[config.mk]
export PLATFORM = sky130hd
export DESIGN_NAME = ubm_dma_top
export DESIGN_NICKNAME = d
export VERILOG_FILES = /design/src/ubm_pkg.sv /design/src/ubm_expire_timer.sv /design/src/ubm_dma_top.sv
export VERILOG_INCLUDE_DIRS = /design/src
export SDC_FILE = /design/constraint.sdc
export NUM_CORES = 1
export LEC_CHECK = 0
export BUFFER_PORTS_ARGS = -buffer_cell sky130_fd_sc_hd__buf_4
export CORE_UTILIZATION = 30
export CTS_CLUSTER_SIZE = 8
export DETAILED_ROUTE_END_ITERATION = 8
export SYNTH_ARGS = -nofsm -noshare
export SYNTH_HDL_FRONTEND = slang
export SYNTH_SLANG_ARGS = --single-unit
[constraint.sdc]
create_clock -name hclk -period 6.6 [get_ports hclk]
set_input_delay 0.66 -clock hclk [delete_from_list [all_inputs] [get_ports hclk]]
set_output_delay 0.66 -clock hclk [all_outputs]
set_load 0.005 [all_outputs]
[src/ubm_consts.svh]
/*
  Constants of the USB bus-master transfer engine: register byte offsets,
  control and interrupt bit positions, reset values.
  Assumes it is included once per compilation unit by bare name.
*/
`ifndef UBM_CONSTS_SVH
`define UBM_CONSTS_SVH

// ----------------------------------------------------------------------
// Register byte offsets
// ----------------------------------------------------------------------
`define UBM_OFS_SETTINGS   8'h00
`define UBM_OFS_RD_START   8'h04
`define UBM_OFS_RD_END     8'h08
`define UBM_OFS_RD_CUR     8'h0c
`define UBM_OFS_WR_START   8'h10
`define UBM_OFS_WR_END     8'h14
`define UBM_OFS_WR_CUR     8'h18
`define UBM_OFS_EXPIRE     8'h1c
`define UBM_OFS_STATUS     8'h20
`define UBM_OFS_IRQ_STS    8'h24
`define UBM_OFS_IRQ_EN     8'h28

// ----------------------------------------------------------------------
// master_settings bits
// ----------------------------------------------------------------------
`define UBM_SET_READ_RUN      0
`define UBM_SET_READ_STOP     1
`define UBM_SET_READ_INIT     2
`define UBM_SET_EOP_EN        3
`define UBM_SET_WRITE_RUN     4
`define UBM_SET_WRITE_STOP    5
`define UBM_SET_WRITE_INIT    6

// ----------------------------------------------------------------------
// Interrupt status / enable bits, expire control, master_status
// ----------------------------------------------------------------------
`define UBM_IRQ_READ_END      0
`define UBM_IRQ_WRITE_END     1
`define UBM_IRQ_START_NEEDED  2
`define UBM_IRQ_WRITE_EXPIRE  3
`define UBM_IRQ_W             4
`define UBM_EXP_EN_BIT        31
`define UBM_STS_RD_EMPTY      0

// ----------------------------------------------------------------------
// Reset values
// ----------------------------------------------------------------------
`define UBM_RST_WORD     32'h0000_0000
`define UBM_RST_IRQ      4'h0
`define UBM_RST_PRESET   16'h0000

`endif

[src/ubm_pkg.sv]
/*
  Types of the USB bus-master transfer engine: engine states and the
  byte-wide memory request carrier.
  Assumes nothing beyond a SystemVerilog compiler.
*/
package ubm_pkg;

  // --------------------------------------------------------------------
  // Engine states, one-hot
  // --------------------------------------------------------------------
  typedef enum logic [2:0] {
    UBM_R_IDLE  = 3'b001,
    UBM_R_FETCH = 3'b010,
    UBM_R_PUSH  = 3'b100
  } ubm_rd_state_t;

  typedef enum logic [2:0] {
    UBM_W_IDLE  = 3'b001,
    UBM_W_TAKE  = 3'b010,
    UBM_W_STORE = 3'b100
  } ubm_wr_state_t;

  // --------------------------------------------------------------------
  // Memory request: held until the memory answers with its ack
  // --------------------------------------------------------------------
  typedef struct packed {
    logic req;
    logic we;
    logic [31:0] addr;
    logic [7:0] data;
  } ubm_mem_req_t;

endpackage : ubm_pkg

[src/ubm_expire_timer.sv]
/*
  Write-side inactivity timer of the bus-master transfer engine.
  Assumes run, reload and preset are synchronous to hclk.
*/
module ubm_expire_timer #(
  parameter int W = 16
) (
  input wire logic hclk,
  input wire logic hresetn,
  input wire logic run,
  input wire logic reload,
  input wire logic [W-1:0] preset,
  output logic expired
);

  logic [W-1:0] count_q;

  // ----------------------------------------------------------------------
  // Down counter
  // ----------------------------------------------------------------------
  // Parked at the preset while idle; each received packet restarts the count
  always_ff @(posedge hclk or negedge hresetn) begin
    if (!hresetn) begin
      count_q <= '0;
    end else if (!run || reload) begin
      count_q <= preset;
    end else if (count_q != '0) begin
      count_q <= count_q - 1'b1;
    end
  end

  // Level until the engine leaves its running states or a received packet reloads the count
  assign expired = run && !reload && (count_q == '0);

endmodule : ubm_expire_timer

[src/ubm_dma_top.sv]
/*
  Bus-master transfer engine between memory and the endpoints of a USB
  device core, with an AHB-Lite register slave.
  Assumes a single hclk domain, a byte-wide memory port per direction that
  holds each request until ack, and an endpoint FIFO with valid/ready.
*/
// Chosen here: the AHB-Lite slave port and the placing of the registers.
`include "ubm_consts.svh"

module ubm_dma_top
  import ubm_pkg::*;
#(
  parameter int TMR_W = 16
) (
  input wire logic hclk,
  input wire logic hresetn,
  input wire logic hsel,
  input wire logic [31:0] haddr,
  input wire logic [1:0] htrans,
  input wire logic hwrite,
  input wire logic [2:0] hsize,
  input wire logic [31:0] hwdata,
  input wire logic hready,
  output logic hreadyout,
  output logic [31:0] hrdata,
  output logic hresp,
  output ubm_mem_req_t rd_mem,
  input wire logic rd_mem_ack,
  input wire logic [7:0] rd_mem_rdata,
  output ubm_mem_req_t wr_mem,
  input wire logic wr_mem_ack,
  output logic ep_in_valid,
  output logic [7:0] ep_in_data,
  output logic ep_in_last,
  input wire logic ep_in_ready,
  input wire logic ep_in_empty,
  input wire logic ep_out_valid,
  input wire logic [7:0] ep_out_data,
  output logic ep_out_ready,
  input wire logic ep_out_pkt_ok,
  output logic usb_irq_out
);

  // ----------------------------------------------------------------------
  // Register bus slave
  // ----------------------------------------------------------------------
  logic wr_pend_q;
  logic [7:0] wofs_q;
  logic [31:0] rd_start_q, rd_end_q, rd_cur_q;
  logic [31:0] wr_start_q, wr_end_q, wr_cur_q, wr_ptr_q;
  logic [31:0] expire_q;
  logic eop_en_q, read_run_q, write_run_q, read_stop_q, write_stop_q;
  logic [`UBM_IRQ_W-1:0] irq_sts_q, irq_en_q, irq_set;
  ubm_rd_state_t rd_st_q;
  ubm_wr_state_t wr_st_q;
  logic [7:0] rd_byte_q, wr_byte_q;
  logic expired;

  // Decode an offset once for both the write and the read path
  function automatic logic hit(input logic [7:0] ofs, input logic [7:0] reg_ofs);
    hit = (ofs == reg_ofs);
  endfunction : hit

  wire logic take_addr = hsel && htrans[1] && hready;
  wire logic [7:0] aofs = {haddr[7:2], 2'b00};
  wire logic sw_wr = wr_pend_q;
  wire logic [31:0] wd = hwdata;

  // Single-word register writes land in the data phase
  always_ff @(posedge hclk or negedge hresetn) begin
    if (!hresetn) begin
      wr_pend_q <= 1'b0;
      wofs_q <= 8'h00;
    end else if (hready) begin
      wr_pend_q <= take_addr && hwrite;
      wofs_q <= aofs;
    end
  end

  // Every access answers at once with OKAY; unmapped reads return zero
  assign hreadyout = 1'b1;
  assign hresp = 1'b0;

  // Read mux, registered at the address phase so hrdata is a flop
  always_ff @(posedge hclk or negedge hresetn) begin
    if (!hresetn) begin
      hrdata <= `UBM_RST_WORD;
    end else if (take_addr && !hwrite) begin
      unique case (1'b1)
        hit(aofs, `UBM_OFS_SETTINGS): hrdata <= {25'h0, 2'b00, write_run_q, eop_en_q, 2'b00,
                                                 read_run_q};
        hit(aofs, `UBM_OFS_RD_START): hrdata <= rd_start_q;
        hit(aofs, `UBM_OFS_RD_END): hrdata <= rd_end_q;
        hit(aofs, `UBM_OFS_RD_CUR): hrdata <= rd_cur_q;
        hit(aofs, `UBM_OFS_WR_START): hrdata <= wr_start_q;
        hit(aofs, `UBM_OFS_WR_END): hrdata <= wr_end_q;
        hit(aofs, `UBM_OFS_WR_CUR): hrdata <= wr_cur_q;
        hit(aofs, `UBM_OFS_EXPIRE): hrdata <= expire_q;
        hit(aofs, `UBM_OFS_STATUS): hrdata <= {31'h0, ep_in_empty};
        hit(aofs, `UBM_OFS_IRQ_STS): hrdata <= {28'h0, irq_sts_q};
        hit(aofs, `UBM_OFS_IRQ_EN): hrdata <= {28'h0, irq_en_q};
        default: hrdata <= `UBM_RST_WORD;
      endcase
    end
  end

  // Plain configuration words
  always_ff @(posedge hclk or negedge hresetn) begin
    if (!hresetn) begin
      rd_start_q <= `UBM_RST_WORD;
      rd_end_q <= `UBM_RST_WORD;
      wr_start_q <= `UBM_RST_WORD;
      wr_end_q <= `UBM_RST_WORD;
      expire_q <= `UBM_RST_WORD;
      irq_en_q <= `UBM_RST_IRQ;
      eop_en_q <= 1'b0;
    end else if (sw_wr) begin
      if (hit(wofs_q, `UBM_OFS_RD_START)) rd_start_q <= wd;
      if (hit(wofs_q, `UBM_OFS_RD_END)) rd_end_q <= wd;
      if (hit(wofs_q, `UBM_OFS_WR_START)) wr_start_q <= wd;
      if (hit(wofs_q, `UBM_OFS_WR_END)) wr_end_q <= wd;
      if (hit(wofs_q, `UBM_OFS_EXPIRE)) expire_q <= wd;
      if (hit(wofs_q, `UBM_OFS_IRQ_EN)) irq_en_q <= wd[`UBM_IRQ_W-1:0];
      if (hit(wofs_q, `UBM_OFS_SETTINGS)) eop_en_q <= wd[`UBM_SET_EOP_EN];
    end
  end

  wire logic set_wr = sw_wr && hit(wofs_q, `UBM_OFS_SETTINGS);
  wire logic rd_go = set_wr && wd[`UBM_SET_READ_RUN] && !read_run_q;
  wire logic wr_go = set_wr && wd[`UBM_SET_WRITE_RUN] && !write_run_q;
  wire logic rd_init = set_wr && wd[`UBM_SET_READ_INIT];
  wire logic wr_init = set_wr && wd[`UBM_SET_WRITE_INIT];

  // ----------------------------------------------------------------------
  // Interrupt status and output
  // ----------------------------------------------------------------------
  // Write-one-to-clear; a new event in the same cycle wins over the clear
  always_ff @(posedge hclk or negedge hresetn) begin
    if (!hresetn) begin
      irq_sts_q <= `UBM_RST_IRQ;
    end else begin
      irq_sts_q <= (irq_sts_q & ~((sw_wr && hit(wofs_q, `UBM_OFS_IRQ_STS)) ?
                   wd[`UBM_IRQ_W-1:0] : `UBM_RST_IRQ)) | irq_set;
    end
  end

  // Combinational so enabling over a pending bit asserts in the same cycle
  assign usb_irq_out = |(irq_sts_q & irq_en_q);

  // ----------------------------------------------------------------------
  // Read engine: memory to IN endpoint
  // ----------------------------------------------------------------------
  wire logic rd_at_end = (rd_cur_q == rd_end_q);
  wire logic rd_done = (rd_st_q == UBM_R_PUSH) && ep_in_ready && rd_at_end;

  // Run bit: set by software, cleared on completion or stop, never by USB events
  always_ff @(posedge hclk or negedge hresetn) begin
    if (!hresetn) begin
      read_run_q <= 1'b0;
      read_stop_q <= 1'b0;
    end else if (rd_init) begin
      read_run_q <= 1'b0;
      read_stop_q <= 1'b0;
    end else if (rd_go) begin
      read_run_q <= 1'b1;
      read_stop_q <= 1'b0;
    end else begin
      if (set_wr && wd[`UBM_SET_READ_STOP] && read_run_q) read_stop_q <= 1'b1;
      if (rd_done || (read_stop_q && rd_st_q != UBM_R_FETCH)) begin
        read_run_q <= 1'b0;
        read_stop_q <= 1'b0;
      end
    end
  end

  // Stop is honoured only between memory accesses so no ack is orphaned
  always_ff @(posedge hclk or negedge hresetn) begin
    if (!hresetn) begin
      rd_st_q <= UBM_R_IDLE;
      rd_cur_q <= `UBM_RST_WORD;
      rd_byte_q <= 8'h00;
    end else if (rd_init) begin
      rd_st_q <= UBM_R_IDLE;
      rd_cur_q <= `UBM_RST_WORD;
    end else begin
      unique case (rd_st_q)
        UBM_R_IDLE: begin
          if (rd_go) begin
            rd_cur_q <= rd_start_q;
            rd_st_q <= UBM_R_FETCH;
          end
        end
        UBM_R_FETCH: begin
          if (rd_mem_ack) begin
            rd_byte_q <= rd_mem_rdata;
            rd_st_q <= read_stop_q ? UBM_R_IDLE : UBM_R_PUSH;
          end
        end
        UBM_R_PUSH: begin
          if (read_stop_q) begin
            rd_st_q <= UBM_R_IDLE;
          end else if (ep_in_ready) begin
            if (rd_at_end) begin
              rd_st_q <= UBM_R_IDLE;
            end else begin
              rd_cur_q <= rd_cur_q + 32'h1;
              rd_st_q <= UBM_R_FETCH;
            end
          end
        end
      endcase
    end
  end

  assign rd_mem = '{req: rd_st_q == UBM_R_FETCH, we: 1'b0, addr: rd_cur_q, data: 8'h00};
  assign ep_in_valid = (rd_st_q == UBM_R_PUSH) && !read_stop_q;
  assign ep_in_data = rd_byte_q;
  // Only eop mode closes a short packet; otherwise bytes wait for a full one
  assign ep_in_last = ep_in_valid && eop_en_q && rd_at_end;

  // ----------------------------------------------------------------------
  // Write engine: OUT endpoint to memory
  // ----------------------------------------------------------------------
  wire logic exp_en = expire_q[`UBM_EXP_EN_BIT];
  wire logic wr_at_end = (wr_ptr_q == wr_end_q);
  wire logic wr_store_ok = (wr_st_q == UBM_W_STORE) && wr_mem_ack;
  wire logic wr_finish_end = wr_store_ok && wr_at_end;
  // Expiry ends only with no byte held, so the held byte is flushed first
  wire logic wr_finish_exp = expired && !wr_finish_end &&
                             ((wr_st_q == UBM_W_TAKE && !ep_out_valid) || wr_store_ok);
  wire logic wr_stop_now = write_stop_q && (wr_st_q != UBM_W_STORE || wr_mem_ack);

  // Timer reloads on every packet that reaches the endpoint
  ubm_expire_timer #(
    .W(TMR_W)
  ) u_timer (
    .hclk(hclk),
    .hresetn(hresetn),
    .run(exp_en && wr_st_q != UBM_W_IDLE),
    .reload(ep_out_pkt_ok),
    .preset(expire_q[TMR_W-1:0]),
    .expired(expired)
  );

  always_ff @(posedge hclk or negedge hresetn) begin
    if (!hresetn) begin
      write_run_q <= 1'b0;
      write_stop_q <= 1'b0;
    end else if (wr_init) begin
      write_run_q <= 1'b0;
      write_stop_q <= 1'b0;
    end else if (wr_go) begin
      write_run_q <= 1'b1;
      write_stop_q <= 1'b0;
    end else begin
      if (set_wr && wd[`UBM_SET_WRITE_STOP] && write_run_q) write_stop_q <= 1'b1;
      if (wr_finish_end || wr_finish_exp || wr_stop_now || (write_stop_q && !write_run_q)) begin
        write_run_q <= 1'b0;
        write_stop_q <= 1'b0;
      end
    end
  end

  always_ff @(posedge hclk or negedge hresetn) begin
    if (!hresetn) begin
      wr_st_q <= UBM_W_IDLE;
      wr_ptr_q <= `UBM_RST_WORD;
      wr_cur_q <= `UBM_RST_WORD;
      wr_byte_q <= 8'h00;
    end else if (wr_init) begin
      wr_st_q <= UBM_W_IDLE;
      wr_ptr_q <= `UBM_RST_WORD;
      wr_cur_q <= `UBM_RST_WORD;
    end else begin
      if (wr_store_ok) wr_cur_q <= wr_ptr_q;
      unique case (wr_st_q)
        UBM_W_IDLE: begin
          if (wr_go) begin
            wr_ptr_q <= wr_start_q;
            wr_st_q <= UBM_W_TAKE;
          end
        end
        UBM_W_TAKE: begin
          if (wr_stop_now || wr_finish_exp) begin
            wr_st_q <= UBM_W_IDLE;
          end else if (ep_out_valid) begin
            wr_byte_q <= ep_out_data;
            wr_st_q <= UBM_W_STORE;
          end
        end
        UBM_W_STORE: begin
          if (wr_mem_ack) begin
            if (wr_finish_end || wr_finish_exp || write_stop_q) begin
              wr_st_q <= UBM_W_IDLE;
            end else begin
              wr_ptr_q <= wr_ptr_q + 32'h1;
              wr_st_q <= UBM_W_TAKE;
            end
          end
        end
      endcase
    end
  end

  assign wr_mem = '{req: wr_st_q == UBM_W_STORE, we: 1'b1, addr: wr_ptr_q, data: wr_byte_q};
  assign ep_out_ready = (wr_st_q == UBM_W_TAKE) && !write_stop_q && !wr_finish_exp;

  // ----------------------------------------------------------------------
  // Interrupt events
  // ----------------------------------------------------------------------
  always_comb begin
    irq_set = `UBM_RST_IRQ;
    irq_set[`UBM_IRQ_READ_END] = rd_done && !read_stop_q;
    irq_set[`UBM_IRQ_WRITE_END] = wr_finish_end && !write_stop_q;
    irq_set[`UBM_IRQ_START_NEEDED] = ep_out_pkt_ok && !write_run_q;
    irq_set[`UBM_IRQ_WRITE_EXPIRE] = wr_finish_exp && !write_stop_q;
  end

endmodule : ubm_dma_top

Word-level counts from Yosys, hierarchy flattened
Index checks and enable logic that the tools add are counted.
Word-level totals
  register bits after elaboration: 346
  bits of input ports: 96
  output and inout bits: 130
  word-level logic and storage cells: 200
Cells by class
  add/sub/neg operators: 3
  eq/ne operators: 38
  mux-type cells: 46
  bitwise logic cells: 7
  reduce and logical (&&, ||, !) cells: 83
Operator list (number)
  $mux 32: 11
  $pmux 32 s11: 1
  $pmux 32 s2: 2
  $add 32x1->32 const B: 2
  $eq 32x32->1: 2
  $eq 6x3->1 const B: 7
  $logic_and 1x1->1: 38
  $mux 3: 11
  $mux 16: 2
  $eq 6x4->1 const B: 5
  $ne 3x3->1 const B: 7
  $eq 6x2->1 const B: 3
  $pmux 3 s3: 2
  $logic_not 16->1: 1
  $logic_not 8->1: 2
  $reduce_bool 16->1: 1
  $sub 16x1->16 const B: 1
  $mux 1: 14
  $reduce_and 2->1: 7
  $eq 6x1->1 const B: 2
  $reduce_bool 3->1: 4
  $logic_not 1->1: 10
  $logic_or 1x1->1: 9
  $ne 3x1->1 const B: 3
  other kinds (18): 30

Longest topological paths before layout
  depth after elaboration: 12
  depth in mapped cells: 12
  mapped depth without buffers: 9

Modules after synthesis
From an unflattened synthesis, not the netlist that was laid out.
Second synthesis, totals
  cells, all modules: 1733
  area, all modules: 18361.4 um2
By module, submodules not included
  ubm_dma_top: times used 1, cells each 1627, area each 17385.4 um2, sequential area each 8260.4 um2
  ubm_expire_timer: times used 1, cells each 106, area each 975.9 um2, sequential area each 400.4 um2

Worst setup path before layout
Ideal clock, no wire load.
  kind: register -> output
  start point: reg wr_ptr_q[14]
  end point: out ep_out_ready
  data arrival time: 1.829 ns
  data required time: 5.940 ns
  setup slack: 4.111 ns
  stages on the path, launching flop included: 7
  buffers on the path: 1
  path through: dfrtp_1 > buf_6 > xor2_1 > or4_4 > nor4_4 > nand3_2 > a21boi_0
Between the ends
  cells in the longest elaborated chain, start to end: 7
RTL lines
  start, declared: line ubm_dma_top.sv:50  | logic [31:0] wr_start_q, wr_end_q, wr_cur_q, wr_ptr_q;
  start signal, assigned: line ubm_dma_top.sv:267  | wr_ptr_q <= `UBM_RST_WORD;
  start signal, assigned: line ubm_dma_top.sv:272  | wr_ptr_q <= `UBM_RST_WORD;
  start signal, assigned: line ubm_dma_top.sv:279  | wr_ptr_q <= wr_start_q;
  $eq 32x32->1: line ubm_dma_top.sv:225  | wire logic wr_at_end = (wr_ptr_q == wr_end_q);
  $logic_and 1x1->1: line ubm_dma_top.sv:227  | wire logic wr_finish_end = wr_store_ok && wr_at_end;
  $logic_not 1->1: line ubm_dma_top.sv:229  | wire logic wr_finish_exp = expired && !wr_finish_end &&
  $logic_and 1x1->1 (2 in a row): line ubm_dma_top.sv:229
  $logic_not 1->1: line ubm_dma_top.sv:306  | assign ep_out_ready = (wr_st_q == UBM_W_TAKE) && !write_stop_q && !wr_finish_exp;
  $logic_and 1x1->1: line ubm_dma_top.sv:306
  end, declared: line ubm_dma_top.sv:39  | output logic ep_out_ready,
No other way between the ends.

Worst setup path after layout
  start point: reg wr_st_q[1]
  end point: out ep_out_ready
Between the ends
  cells in the longest elaborated chain, start to end: 8
  elaborated cells between the ends (all ways): 16
  those cells by class: 3 x eq/ne; 13 x reduce/logical
RTL lines
  start, declared: line ubm_dma_top.sv:55  | ubm_wr_state_t wr_st_q;
  start signal, assigned: line ubm_dma_top.sv:266  | wr_st_q <= UBM_W_IDLE;
  start signal, assigned: line ubm_dma_top.sv:271  | wr_st_q <= UBM_W_IDLE;
  start signal, assigned: line ubm_dma_top.sv:280  | wr_st_q <= UBM_W_TAKE;
  $ne 3x1->1 or $eq 3x3->1 (tied branches): line ubm_dma_top.sv:239, ubm_dma_top.sv:226
  $logic_and 1x1->1, on equally long branches: line ubm_dma_top.sv:239, ubm_dma_top.sv:226
  $logic_and 1x1->1, on equally long branches: line ubm_expire_timer.sv:33, ubm_dma_top.sv:227
  $logic_and 1x1->1 or $logic_not 1->1 (tied branches): line ubm_expire_timer.sv:33, ubm_dma_top.sv:229
  $logic_and 1x1->1 (2 in a row): line ubm_dma_top.sv:229
  $logic_not 1->1: line ubm_dma_top.sv:306
  $logic_and 1x1->1 *: line ubm_dma_top.sv:306
Every way passes the cells marked *; elsewhere a longest branch is shown, timed or not.

==> impl_results.md <==
- Static Leakage: 0.00866 uW
- CP startpoint kind: flop
- Reg2reg path depth: 12
- Max-Cap Viols: 0
- Initial core utilization: 0.303
- Clk sink count: 346
- Power per cell area: 380 mW/mm2
- Cell with the most instances after synthesis: dfrtp_1
- Vias/cell: 5.54
- Share of layout cells above drive strength 1: 0.290
- Critical Path Sink: ep_out_ready
- Peak Freq: 226 MHz
- Buffer depth of the longest clock path: 3
- Drt drc: 0
- DRT Pass-1 Iters: 5
- Post-synth cell types: 74
- Routed WL: 61200 um
- Area contributors post-synth: dfrtp_1 48%, mux2_2 14%, nand2_1 4.7%
- Part of the Yosys area used for sequential elements: 0.486
- Number of flops mapped to enable cells by yosys: 0
- Worst-path clk slew: 50 ps
- List of most frequent post-synthesis cells: 344 x dfrtp_1, 222 x nand2_1, 218 x mux2_2, 105 x o21ai_0, 88 x clkbuf_1
- Total CTS buffers: 49
- Most common flop cell mapped by yosys: dfrtp_1
- Post-synth top area share: 0.483
- Critical path fanouts, max: 22
- Final hold vios: 0
- Worst Skew: 23.4 ps
- Largest area contributor in the netlist: dfrtp_1
- First-pass GRT wire length: 91400 um
- Root Buffer: clkbuf_16
- Reg2reg setup slack: 2310 ps
- Setup TNS Final: 0 ps
- Dpl cell area: 0.0198 mm2
- Fill count: 5833
- CP endpoint kind: primary output
- CTS-repair resized insts: 0
- Actual slew at the worst max-slew pin: 1320 ps
- RSZ-0062 raised after global routing: false
- Final Max Slew Viols: 0
- Final setup vio count: 0
- CP arrival: 3760 ps
- Htree depth: 2
- Die width: 246 um
- Slew HR: 0.118
- Synth Register Bits: 346
- Yosys warning total: 0
- P&R area growth vs syn: 18.9%
- # hold bufs at CTS: 0
- WL per Instance: 23.2 um
- Cells after Synth: 1709
- Initial antenna violation count: 1
- Clk_lat worst skew: 580 ps
- # rows: 89
- Ys async rst share: 1.00
- Worst r2r src: wr_st_q[1]$_DFFE_PN0P_
- Crit path launch: wr_st_q[1]$_DFFE_PN0P_
- Gr ovfl total: 0
- Register area: 0.00866 mm2
- Largest net degree at the start of global routing: 127
- Core area: 0.0589 mm2
- Overall routing resource usage: 0.199
- Post-DRT Antenna Nets: 0
- R2r endpoint: wr_ptr_q[29]$_DFFE_PN0P_
- Detailed Route Iter0 Violations: 1515
- Design area: 0.0212 mm2
- Ant. Diodes: 0
- Post-CTS setup buffer count: 0
- Synthesized area: 0.0178 mm2
- Worst VDD drop: 0.000175 V
- Outcome: finished clean
- Final GP Congestion: 0.910
- Detailed placement HPWL: 42600 um
- Post-synthesis area per instance: 10.4 um2
- Die ar.: 0.0604 mm2
- IO buf count: 183
- CTS tree: done
- Vias in the first global route: 14300
- Min-Delay Path Class: in2async
- Die H: 246 um
- Post-route minimum period: 4420 ps
- Fin crit share: 0.670
- Multi-input logic area: 0.00860 mm2
- Worst EP required: 5940 ps
- Non-Filler Instances: 2633
- Total number of vias: 14600
- WS Path Type: reg2out
- Placed cells: 2568
- Final net count: 1946
- Ports: 226
==> metrics by stage <==
step	power [uW]	hold slack (ps)	setup WS (ps)	util
6_report	8060	56.3	2180	0.360
5_1_grt	8480	102	1970	0.360
4_1_cts	8120	94.1	2140	0.360
3_5_place_dp	5780	473	2400	0.337
3_3_place_gp	5710	469	2520	0.337
2_1_floorplan	4580	364	4110	-
==> cell type report <==
type,count,share of cell area
clock buffer,64,0.0634
tap,773,0.0456
multi-input combinational,1229,0.406
timing repair buffer,206,0.0739
sequential,346,0.408
inverter,14,0.00248
clock inverter,1,0.000413
==> worst max-delay path, stage by stage, from the launching register on <==
cell and delay, ps:
dfrtp_1 400, nor2b_1 300, nand2b_2 110, inv_2 230, nand2_1 640, buf_4 460
nor2_1 150, nand3_2 180, a21boi_0 500, buf_4 210
==> where the power goes <==
part	leakage, uW	switching (uW)	internal [uW]
combinational	0.00388	1170	1150
clock	0.000660	921	1390
sequential	0.00412	777	2650
total	0.00866	2870	5190
==> logic make-up (layout without fill, tap and decap cells) <==
group                    after synthesis  count (layout)  share of synthesized area
other                                  2              12                   0.000421
AND/OR/NAND/NOR                      485             485                      0.133
adder cells (fa/ha/maj)                4               4                    0.00281
XOR/XNOR                              73              73                     0.0358
buffers and inverters                144             285                     0.0362
multiplexers                         221             221                      0.139
AO/OA/AOI/OAI                        434             434                      0.166
flip-flops                           346             346                      0.486
==> cell usage in the layout, fill, tap and decap left out, types with 20 or more instances in the layout <==
master and instances:
a21oi_1 78, a221oi_1 28, a22o_1 40, a22oi_1 66, and3_1 22, buf_4 204, clkbuf_16 51, dfrtp_1 344
mux2_2 218, nand2_1 221, nand3_1 42, nand4_1 30, nor2_1 44, nor3_1 32, o21ai_0 105, o21ai_2 20
o31ai_1 20, xnor2_1 67
==> metal layers <==
layer  part of all wire  wire (um)  GRT usage  up-vias
li1                   -          -          -     6521
met1               0.42      25700      0.262     7425
met3              0.069       4200     0.0377       88
met5                  0          0          0        -
met4              0.027       1660     0.0638        0
met2               0.48      29600      0.329      558
==> state kept, by name (all words and copies together) (netlist names) <==
| register | count |
|---|---|
| hrdata | 32 |
| wr_end_q | 32 |
| ep_in_data | 8 |
| irq_en_q | 4 |
| eop_en_q | 1 |
| rd_cur_q | 32 |
| wr_st_q | 3 |
| sw_wr | 1 |
| write_stop_q | 1 |
| rd_st_q | 3 |
| irq_sts_q | 4 |
| wofs_q | 6 |
| rd_end_q | 32 |
| read_run_q | 1 |
| expire_q | 32 |
| wr_cur_q | 32 |
| read_stop_q | 1 |
| write_run_q | 1 |
| wr_start_q | 32 |
| wr_ptr_q | 32 |
| rd_start_q | 32 |
| u_timer.count_q | 16 |
| wr_byte_q | 8 |
==> worst min path at each step <==
| stage | endpoint | slack, ps | depth (start not counted) |
|---|---|---|---|
| after floorplan | eop_en_q$_DFFE_PN0N_ | 360 | 0 |
| after global placement | hrdata[5]$_DFFE_PN0P_ | 470 | 2 |
| after detailed placement | hrdata[14]$_DFFE_PN0P_ | 470 | 2 |
| after CTS | wr_byte_q[3]$_DFFE_PN0P_ | 90 | 1 |
| after global routing | wr_byte_q[6]$_DFFE_PN0P_ | 100 | 1 |
| final | wr_byte_q[2]$_DFFE_PN0P_ | 60 | 1 |
No activity file was read; power rests on OpenSTA's default activity.
